$ cat src/rtl/flash_swap_pkg.sv
// constants shared by the flash block swap control logic
package flash_swap_pkg;
    localparam int ADDR_W = 20;
    localparam int BLOCK_BIT = 19;
    localparam int HALF_BIT = 18;
    localparam logic [ADDR_W-1:0] ZERO_BASE = 20'h00000;
    localparam logic [31:0] ERASED_WORD = 32'hFFFFFFFF;
    localparam logic [1:0] CMD_INIT = 2'h0;
    localparam logic [1:0] CMD_SWAP = 2'h1;
    localparam logic [1:0] CMD_REPORT = 2'h2;
    localparam logic [2:0] CHECKS_LOWER = 3'h2;
    localparam logic [2:0] CHECKS_UPPER = 3'h4;
    typedef enum logic [1:0] {
        ST_IDLE = 2'b00,
        ST_READ = 2'b01,
        ST_WAIT = 2'b10,
        ST_DONE = 2'b11
    } swap_state_e;
endpackage : flash_swap_pkg

$ cat src/rtl/flash_block_swap_control.sv
// swap control: indicator erase check, block mapping, mass erase security
// How it works
// - two equal blocks, either mapped at zero
// - init stores indicator offset for both blocks
// - check drops half bit: four locations upper
// - unerased location: access error or completion error
// - mass erase while swapped may secure device
`timescale 1ns/1ns
module flash_block_swap_control
    import flash_swap_pkg::*;
(
    input wire logic i_mclk,
    input wire logic i_reset,
    input wire logic i_cmd_start,
    input wire logic [1:0] i_cmd_code,
    input wire logic [ADDR_W-1:0] i_indicator_addr,
    input wire logic [ADDR_W-1:0] i_cpu_addr,
    input wire logic i_rd_valid,
    input wire logic [31:0] i_rd_data,
    input wire logic i_mass_erase,
    input wire logic i_security_programmed,
    output logic [ADDR_W-1:0] o_phys_addr,
    output logic o_rd_req,
    output logic [ADDR_W-1:0] o_rd_addr,
    output logic o_busy,
    output logic o_done,
    output logic o_access_error_flag,
    output logic o_command_completion_error_flag,
    output logic o_swapped,
    output logic o_secured
);
    swap_state_e state;
    swap_state_e next_state;
    logic [ADDR_W-1:0] indicator;
    logic [1:0] cmd;
    logic [2:0] idx;
    logic [2:0] n_checks;
    logic fail;
    logic swapped;
    logic initialised;

    // the check logic loses the half bit, so an upper indicator also
    // aliases onto the lower half of each block
    wire [ADDR_W-1:0] used_addr = (state == ST_IDLE) ? i_indicator_addr
                                                     : indicator;
    wire upper_half = used_addr[HALF_BIT];
    wire [ADDR_W-1:0] check_addr = {idx[0], (idx[1] ? 1'b0
        : used_addr[HALF_BIT]), used_addr[HALF_BIT-1:0]};
    wire not_erased = i_rd_valid && (i_rd_data != ERASED_WORD);
    wire last_check = (idx == n_checks - 3'h1);
    wire start_ok = i_cmd_start && (state == ST_IDLE)
                    && (i_cmd_code == CMD_INIT || initialised);
    // block select bit inverted when swapped
    wire [ADDR_W-1:0] mapped = {i_cpu_addr[BLOCK_BIT] ^ swapped,
                                i_cpu_addr[BLOCK_BIT-1:0]};

    always_comb begin
        next_state = state;
        unique case (state)
            ST_IDLE: if (start_ok) next_state = ST_READ;
            ST_READ: next_state = ST_WAIT;
            ST_WAIT: if (i_rd_valid) begin
                next_state = last_check ? ST_DONE : ST_READ;
            end
            ST_DONE: next_state = ST_IDLE;
        endcase
    end

    always_ff @(posedge i_mclk) begin
        if (i_reset) begin
            state <= ST_IDLE;
        end else begin
            state <= next_state;
        end
    end

    always_ff @(posedge i_mclk) begin
        if (i_reset) begin
            indicator <= ZERO_BASE;
            cmd <= CMD_INIT;
            idx <= 3'h0;
            n_checks <= CHECKS_LOWER;
            fail <= 1'b0;
        end else if (start_ok) begin
            if (i_cmd_code == CMD_INIT) begin
                indicator <= i_indicator_addr;
            end
            cmd <= i_cmd_code;
            idx <= 3'h0;
            fail <= 1'b0;
            n_checks <= upper_half ? CHECKS_UPPER : CHECKS_LOWER;
        end else if (state == ST_WAIT && i_rd_valid) begin
            idx <= idx + 3'h1;
            fail <= fail | not_erased;
        end
    end

    always_ff @(posedge i_mclk) begin
        if (i_reset) begin
            swapped <= 1'b0;
            o_swapped <= 1'b0;
            initialised <= 1'b0;
            o_access_error_flag <= 1'b0;
            o_command_completion_error_flag <= 1'b0;
            o_done <= 1'b0;
        end else begin
            o_done <= (state == ST_DONE);
            if (start_ok) begin
                o_access_error_flag <= 1'b0;
                o_command_completion_error_flag <= 1'b0;
            end else if (state == ST_DONE) begin
                if (fail && cmd == CMD_INIT) begin
                    o_access_error_flag <= 1'b1;
                end else if (fail) begin
                    o_command_completion_error_flag <= 1'b1;
                end else if (cmd == CMD_INIT) begin
                    initialised <= 1'b1;
                end else if (cmd == CMD_SWAP) begin
                    swapped <= ~swapped;
                    o_swapped <= ~swapped;
                end
            end
            // erase puts the blocks back in place, so a repeat unsecures
            if (i_mass_erase) begin
                swapped <= 1'b0;
                o_swapped <= 1'b0;
            end
        end
    end

    // a mass erase while swapped leaves the device secured; the next
    // erase with the blocks in place clears it, so repeating works
    always_ff @(posedge i_mclk) begin
        if (i_reset) begin
            o_secured <= 1'b0;
        end else if (i_mass_erase) begin
            o_secured <= swapped | i_security_programmed;
        end else begin
            o_secured <= i_security_programmed | o_secured;
        end
    end

    always_ff @(posedge i_mclk) begin
        if (i_reset) begin
            o_phys_addr <= ZERO_BASE;
            o_rd_req <= 1'b0;
            o_rd_addr <= ZERO_BASE;
            o_busy <= 1'b0;
        end else begin
            o_phys_addr <= mapped;
            o_rd_req <= (next_state == ST_READ);
            if (state == ST_READ) begin
                o_rd_addr <= check_addr;
            end
            o_busy <= (next_state != ST_IDLE);
        end
    end

    // mass erase clears the swap state only after the secure decision
    // has been taken from the old value
endmodule : flash_block_swap_control

$ cat config.mk
export PLATFORM = sky130hd
export DESIGN_NAME = flash_block_swap_control
export DESIGN_NICKNAME = d
export VERILOG_FILES = /design/src/rtl/flash_swap_pkg.sv /design/src/rtl/flash_block_swap_control.sv
export SDC_FILE = /design/constraint.sdc
export NUM_CORES = 1
export LEC_CHECK = 0
export ABC_AREA = 1
export BUFFER_PORTS_ARGS = -buffer_cell sky130_fd_sc_hd__buf_2
export CORE_ASPECT_RATIO = 0.75
export CORE_UTILIZATION = 45
export CTS_BUF_LIST = sky130_fd_sc_hd__clkbuf_4 sky130_fd_sc_hd__clkbuf_8 sky130_fd_sc_hd__clkbuf_16
export CTS_CLUSTER_SIZE = 16
export DETAILED_ROUTE_END_ITERATION = 12
export GPL_TIMING_DRIVEN = 0
export PLACE_DENSITY_LB_ADDON = 0.3
export SKIP_LAST_GASP = 1
export SYNTH_ARGS = -nofsm -noshare
export SYNTH_HDL_FRONTEND = slang
export SYNTH_SLANG_ARGS = --single-unit
export TNS_END_PERCENT = 20
$ cat constraint.sdc
create_clock -name i_mclk -period 2.9 [get_ports i_mclk]
set_input_delay 0.29 -clock i_mclk [delete_from_list [all_inputs] [get_ports i_mclk]]
set_output_delay 0.29 -clock i_mclk [all_outputs]
set_load 0.02 [all_outputs]
# After elaboration in Yosys (flattened, before gate mapping)
# Cells that the tools add are included.
[word_totals]
ff_bits = 78
latch_bits = 0
ram_bits = 0
mem_bits_ro = 0
in_bits = 80
output_inout_bits = 47
elab_cells = 59
mem_count = 0
[classes]
add_sub_neg = 2
multipliers = 0
div = 0
n_lt_le_gt_ge = 0
eq_ne = 7
n_shift = 0
n_mux = 8
bitwise_logic = 9
n_reduce_logical = 17
[op_table]
columns = ["op", "n"]
rows = [
  ["$ne A32 B32 Y1 const B", 1],
  ["$mux W19", 1],
  ["$pmux W2 S4", 1],
  ["$eq A2 B1 Y1 const B", 3],
  ["$logic_not A2 Y1", 3],
  ["$mux W2", 3],
  ["$reduce_and A6 Y1", 1],
  ["$logic_and A1 B1 Y1", 5],
  ["$not A1 Y1", 5],
  ["$reduce_and A5 Y1", 1],
  ["$eq A2 B2 Y1 const B", 2],
  ["$reduce_and A2 Y1", 2],
  ["$reduce_or A2 Y1", 2],
  ["$add A3 B1 Y3 const B", 1],
  ["$eq A3 B3 Y1", 1],
  ["$mux W3", 1],
  ["$or A1 B1 Y1", 3],
  ["$reduce_and A3 Y1", 1],
  ["$sub A3 B1 Y3 const B", 1],
  ["$mux W1", 2],
  ["$reduce_bool A2 Y1", 1],
  ["$logic_or A1 B1 Y1", 1],
  ["$xor A1 B1 Y1", 1],
]

# Longest topological paths before layout
# Gate-level depths: netlist of the first run.
[depth]
ltp_word = 6
depth_mapped = 10
depth_no_buf = 10

# Least setup slack after synthesis of the first run
# Ideal clock, no wire load.
[synth_path]
kind = "reg-to-reg"
from = "reg state[1]"
to = "reg indicator[10]"
arrival_ns = 1.012
slack_ns = 1.756
stages_incl_launch_ff = 7
path_cell_list = "dfxtp_1 -> nor2_2 -> and2_4 -> nand2_2 -> buf_4 -> nand2_1 -> a21oi_1"
[synth_between]
elab_chain_len = 4
[synth_rtl]
columns = ["item", "line_no", "source"]
rows = [
  ["start: declaration", "flash_block_swap_control.sv:32", "swap_state_e state;"],
  ["start signal: assignment", "flash_block_swap_control.sv:73", "state <= next_state;"],
  ["$logic_not A2 Y1", "flash_block_swap_control.sv:51", "wire start_ok = i_cmd_start && (state == ST_IDLE)"],
  ["$logic_and A1 B1 Y1", "flash_block_swap_control.sv:51", ""],
  ["$logic_and A1 B1 Y1", "flash_block_swap_control.sv:52", "&& (i_cmd_code == CMD_INIT || initialised);"],
  ["$reduce_and A2 Y1 (no source line)", "n/a", ""],
  ["end signal: assignment", "flash_block_swap_control.sv:86", "indicator <= i_indicator_addr;"],
  ["end: declaration", "flash_block_swap_control.sv:34", "logic [ADDR_W-1:0] indicator;"],
]
# Every way passes these cells.
# A chain may end at the register's enable or synchronous reset.

# Worst setup path after layout of the first run
[layout_path]
from = "reg state[1]"
to = "reg indicator[1]"
# Same word-level chain as after synthesis.

==> flow_summary.yaml, run 1 <==
sta:
  holdWs_ns: 0.1416
  fmax_mhz: 750.8
  worst_pin_slew_ns: 0.5664
  clock_skew_ns: 0.008703
  slew_headroom_pct: 62.24
  layout_min_cycle_time_ns: 1.332
  hold_viol_final: 0
  rsz0062_at_grt: "false"
  setup_viol: 0
  timing.final.crit_share_pct: 45.93
  drv_slew: 0
  setup-tns-final_ns: 0
critical_path:
  reg2reg_depth: 6
  critPathMaxFanout: 10
  worstSetupPathType: "reg -> reg"
  r2r_start: "state[1]"
  r2r_end: "indicator[1]"
  cp.arrival_ns: 1.55
  rrSetupSlack_ns: 1.57
  cp-end-kind: "flip-flop"
  start_kind: "flip-flop"
  worstPathRequired_ns: 3.12
route:
  drc_errors: 0
  drt_pass1_iterations: 4
  wirelength_mm: 6.653
  num_vias: 2730
  vias_per_cell: 4.651
  drtAntennaViolNets: 0
  wl_per_cell_um: 11.33
  drtIter0Drc: 95
clocking:
  hold_buffers: 0
  clock-root-buffer: "clkbuf_8"
  cts_resized: 0
  clock_sinks: 77
  htree_levels: 3
  post_cts_buffers: 0
  clk_latency_ns: 0.35
  cts_tree: "yes"
  cts.path.max_buffers: 2
  numCtsBuffers: 9
  path_clk_slew_ns: 0.07
global_routing:
  grt_usage_pct: 21.56
  grt_pass1_vias: 2511
  grt_max_degree: 13
  grt_pass1_wl_mm: 11.08
  overflow: 0
  antenna_found_initial: 0
place:
  dp_hpwl_mm: 4.956
  gp_congestion: 0.7865
  portBuffers: 124
floorplan:
  coreArea_um2: 5946
  die_x_um: 93.74
  die_area_um2: 6636
  num_io_pins: 127
  fp-row-count: 24
  die_h_um: 70.80
  initial_core_util_pct: 47.77
final_layout:
  antenna_cells: 0
  n_fill_cell: 537
  syn2layout_area_growth_pct: 32.95
  final_cell_mix: "buf_2, nor2_1, dfxtp_1"
  final_common_cell: "buf_2"
  num-nets-final: 586
  final_util_pct: 63.51
  drive_above_1_share_pct: 30.26
logic_synthesis:
  synth_cells: 370
  synth.distinct_cells: 26
  yosysWarnings: 0
  synth_fp_nets: 451
  synth_ff_type: "dfxtp_1"
  synth_largest_area_cell: "dfxtp_1"
  ys_ff_latch: 77
  syn_area_um2: 2840
  synth-edff-count: 0
  synth_area_leaders: "dfxtp_1, nor2_1, nand2_1, inv_1, o21ai_0"
  synthArstFlopShare_pct: 0
  ys_seq_area_share_pct: 54.27
  synth.avg_cell_area_um2: 7.676
  synth_top_area_share_pct: 54.27
power:
  vdd_ir_drop_max_mv: 0.3360
  p_total_w: 0.002247
  power_density_nw_per_um2: 595.0
  leakagePower_nw: 1.963
min_path:
  holdPathEnd: "o_phys_addr[12]"
  min_from: "i_cpu_addr[12]"
  hp-class: "in -> reg"
  hold_depth: 3
flow_run:
  maxCapViolations: 0
outcome:
  status: "finished clean"
-- per-layer routing --
metal / global-route usage (%) / share of wire [%] / vias to the layer above / wire (µm)
met5: 0 / 0 / - / 0
met4: 9.231 / 1.7 / 0 / 116
met3: 6.344 / 7.0 / 11 / 468
met2: 36.01 / 46 / 85 / 3039
met1: 25.88 / 46 / 1213 / 3029
li1: - / - / 1421 / -
-- power breakdown --
group / switching [W] / internal (W)
clock network: 0.000373 / 0.000511
registers: 0.0000171 / 0.00110
logic: 0.000143 / 0.000102
-- cell usage after synthesis (all sizes together), types with 7 or more instances --
cell / instances
nor2: 87
dfxtp: 77
nand2: 69
inv: 36
o21ai: 27
a21oi: 24
nand3: 24
clkbuf: 9
buf: 7
-- worst max-delay path: stages (launching register included) --
cell     delay [ns]
dfxtp_1        0.35
nor2_2         0.16
and2_4         0.21
nand2_2        0.14
buf_4          0.22
nand2_1        0.06
a21oi_1        0.05
-- area by class of cell --
cell class / count / area (µm²) / area share (%)
sequential: 77 / 1541 / 40.82
multi-input combinational: 240 / 1052 / 27.87
timing repair buffer: 124 / 620.6 / 16.43
clock buffer: 11 / 145.1 / 3.844
inverter: 37 / 138.9 / 3.678
buffer: 16 / 107.6 / 2.850
tap: 78 / 97.59 / 2.584
clock inverter: 4 / 72.57 / 1.922
-- worst max path at each step --
stage | start | cells after the start | endpoint | slack (ns)
2_1_floorplan | state[1] | 6 | indicator[10] | 1.76
3_3_place_gp | i_reset | 5 | o_busy | 1.51
3_5_place_dp | i_cmd_code[1] | 6 | indicator[2] | 1.51
4_1_cts | state[1] | 6 | indicator[1] | 1.57
5_1_grt | state[1] | 6 | indicator[6] | 1.46
6_report | state[1] | 6 | indicator[1] | 1.57
-- cell families after synthesis --
logic type	after synthesis	synth area share [%]
AND/OR/NAND/NOR	184	26.12
adder cells (fa/ha/maj)	1	0.4405
buffers and inverters	53	8.678
flip-flops	77	54.27
AO/OA/AOI/OAI	53	9.868
XOR/XNOR	2	0.6169
-- flip-flops by register name, summed over array words and instances, names as in the netlist, 2 cells and up --
name,flops
state,2
cmd,2
idx,3
o_rd_addr,20
n_checks,2
indicator,19
o_phys_addr,20
-- stage by stage --
step	area (µm²)	setup slack, ns	instances
finish	3776	1.568	587
detailed placement	3558	1.509	572
floorplan	2840	1.756	370
global placement	3558	1.512	572
global route	3776	1.457	587
CTS	3776	1.566	587
(Power assumes the default switching activity.)
==> run 2: changes to the inputs <==
==> constraint.sdc (replaced) <==
create_clock -name i_mclk -period 1.3 [get_ports i_mclk]
set_input_delay 0.13 -clock i_mclk [delete_from_list [all_inputs] [get_ports i_mclk]]
set_output_delay 0.13 -clock i_mclk [all_outputs]
set_load 0.02 [all_outputs]
==> run 2 against run 1 <==
Clock skew is essentially flat. Critical endpoint unchanged. Highest routed layer unchanged. Clock power grew 120%. Largest cell class unchanged. Sequential share of layout area shrank 1.9 points. Non-clock buffer count grew 18.
==> flow_summary.yaml, run 2 (synthesized netlist as in run 1, its figures left out) <==
outcome:
  status: "finished clean"
final_layout:
  antenna_cells: 0
  num-nets-final: 604
  final_util_pct: 66.67
  reg_top3: "o_phys_addr (20), o_rd_addr (20), indicator (19)"
  final_cell_mix: "buf_2, nor2_1, dfxtp_1"
  drive_above_1_share_pct: 29.60
  n_fill_cell: 512
  final_common_cell: "buf_2"
  syn2layout_area_growth_pct: 39.56
  fin_area_um2: 3964
clocking:
  path_clk_slew_ns: 0.07
  cts.path.max_buffers: 2
  clock-root-buffer: "clkbuf_8"
  clock_sinks: 77
  numCtsBuffers: 9
  clk_latency_ns: 0.35
  htree_levels: 3
  cts_tree: "yes"
  post_cts_buffers: 0
critical_path:
  cp_slowest_stage_delay_ns: 0.35
  worstPathRequired_ns: 1.52
  worstSetupPathType: "reg -> reg"
  crit_path_cell_trace: "nor2_2 > and2_4 > nand2_4 > buf_4 > nand2_1 > a21oi_1"
  slowest_stage: "dfxtp_1"
  cp-end-kind: "flip-flop"
  cp.arrival_ns: 1.50
  critPathMaxFanout: 10
  start_kind: "flip-flop"
min_path:
  hp-class: "in -> reg"
route:
  wl_per_cell_um: 11.61
  drtIter0Drc: 79
  vias_per_cell: 4.580
  num_vias: 2771
  drc_errors: 0
  drtAntennaViolNets: 0
  drt_pass1_iterations: 4
  wirelength_mm: 7.025
sta:
  rsz0062_at_grt: "true"
  layout_min_cycle_time_ns: 1.277
  clock_skew_ns: 0.008349
  slew_headroom_pct: 61.90
  worst_pin_slew_ns: 0.5715
  hold_viol_final: 0
  setup_viol: 0
  timing.final.crit_share_pct: 98.24
  fmax_mhz: 783.0
  drv_slew: 0
floorplan:
  fp-row-count: 24
  num_io_pins: 127
  die_area_um2: 6636
  die_x_um: 93.74
  coreArea_um2: 5946
  die_h_um: 70.80
  initial_core_util_pct: 47.77
place:
  gp_congestion: 0.7865
  portBuffers: 124
  place_area_um2: 3558
  dp_hpwl_mm: 4.956
global_routing:
  grt_max_degree: 13
  grt_pass1_wl_mm: 11.60
  grt_usage_pct: 22.53
  antenna_found_initial: 0
  grt_pass1_vias: 2638
  overflow: 0
power:
  power_density_nw_per_um2: 1278
  leakagePower_nw: 2.051
  vdd_ir_drop_max_mv: 0.7492
flow_run:
  maxCapViolations: 0
==> run 2: layout make-up <==
class                   instances  area, µm²  area share, %
well taps                      78      97.59          2.462
plain buffers                  16      110.1          2.778
clock inverters                 4      72.57          1.831
multi-input cells             240       1057          26.67
flip-flops and latches         77       1541          38.89
inverters                      37      138.9          3.504
clock buffers                  11      145.1          3.662
repair buffers                142      800.8          20.20
==> run 2: final timing paths <==
check,depth (start not counted),to,start,slack (ns)
worst max-delay path,6,indicator[1],state[1],0.02
worst min-delay path,3,o_phys_addr[7],i_cpu_addr[7],0.004
worst max register to register,6,indicator[1],state[1],0.02
worst min register to register,2,indicator[9],indicator[9],0.46
==> run 2: metrics by stage <==
stage                      TNS [ns]  worst slack, ns  hold slack, ns  power [W]  std cells
after floorplan                   0           0.1557          0.2370   0.002853        370
after global placement    -0.004250        -0.004250          0.3287   0.003079        572
after detailed placement   -0.08843         -0.01674          0.3364   0.003093        572
after CTS                         0          0.02181        0.004559   0.005103        604
after global routing        -0.9343         -0.09790        0.004224   0.005271        605
final                             0          0.02287        0.003802   0.005065        605
==> run 2: power breakdown <==
part           switching [W]  internal (W)
registers          0.0000387       0.00245
logic               0.000331      0.000264
clock network       0.000838       0.00114
==> run 2: timing repair <==
item,CTS,global route
hold endpoints to repair,17,1
gates resized for setup,1,4
endpoints found under the setup margin,10,34
hold buffers,17,1
cloned,0,0
==> run 2: critical path, delay by kind of cell, from the launching register on <==
family | cells | cell delay, ns
buffers and inverters | 1 | 0.20
and+or+nand+nor | 4 | 0.54
DFF | 1 | 0.35
AOI/OAI and AO/OA | 1 | 0.05
==> run 2: per-layer routing <==
metal  vias to the layer above  track usage [%]  wire length (µm)
met5                         -                0                 0
met1                      1222            26.42              3141
li1                       1457                -                 -
met2                        82            38.52              3268
met4                         0            9.231               110
met3                        10            6.667               505
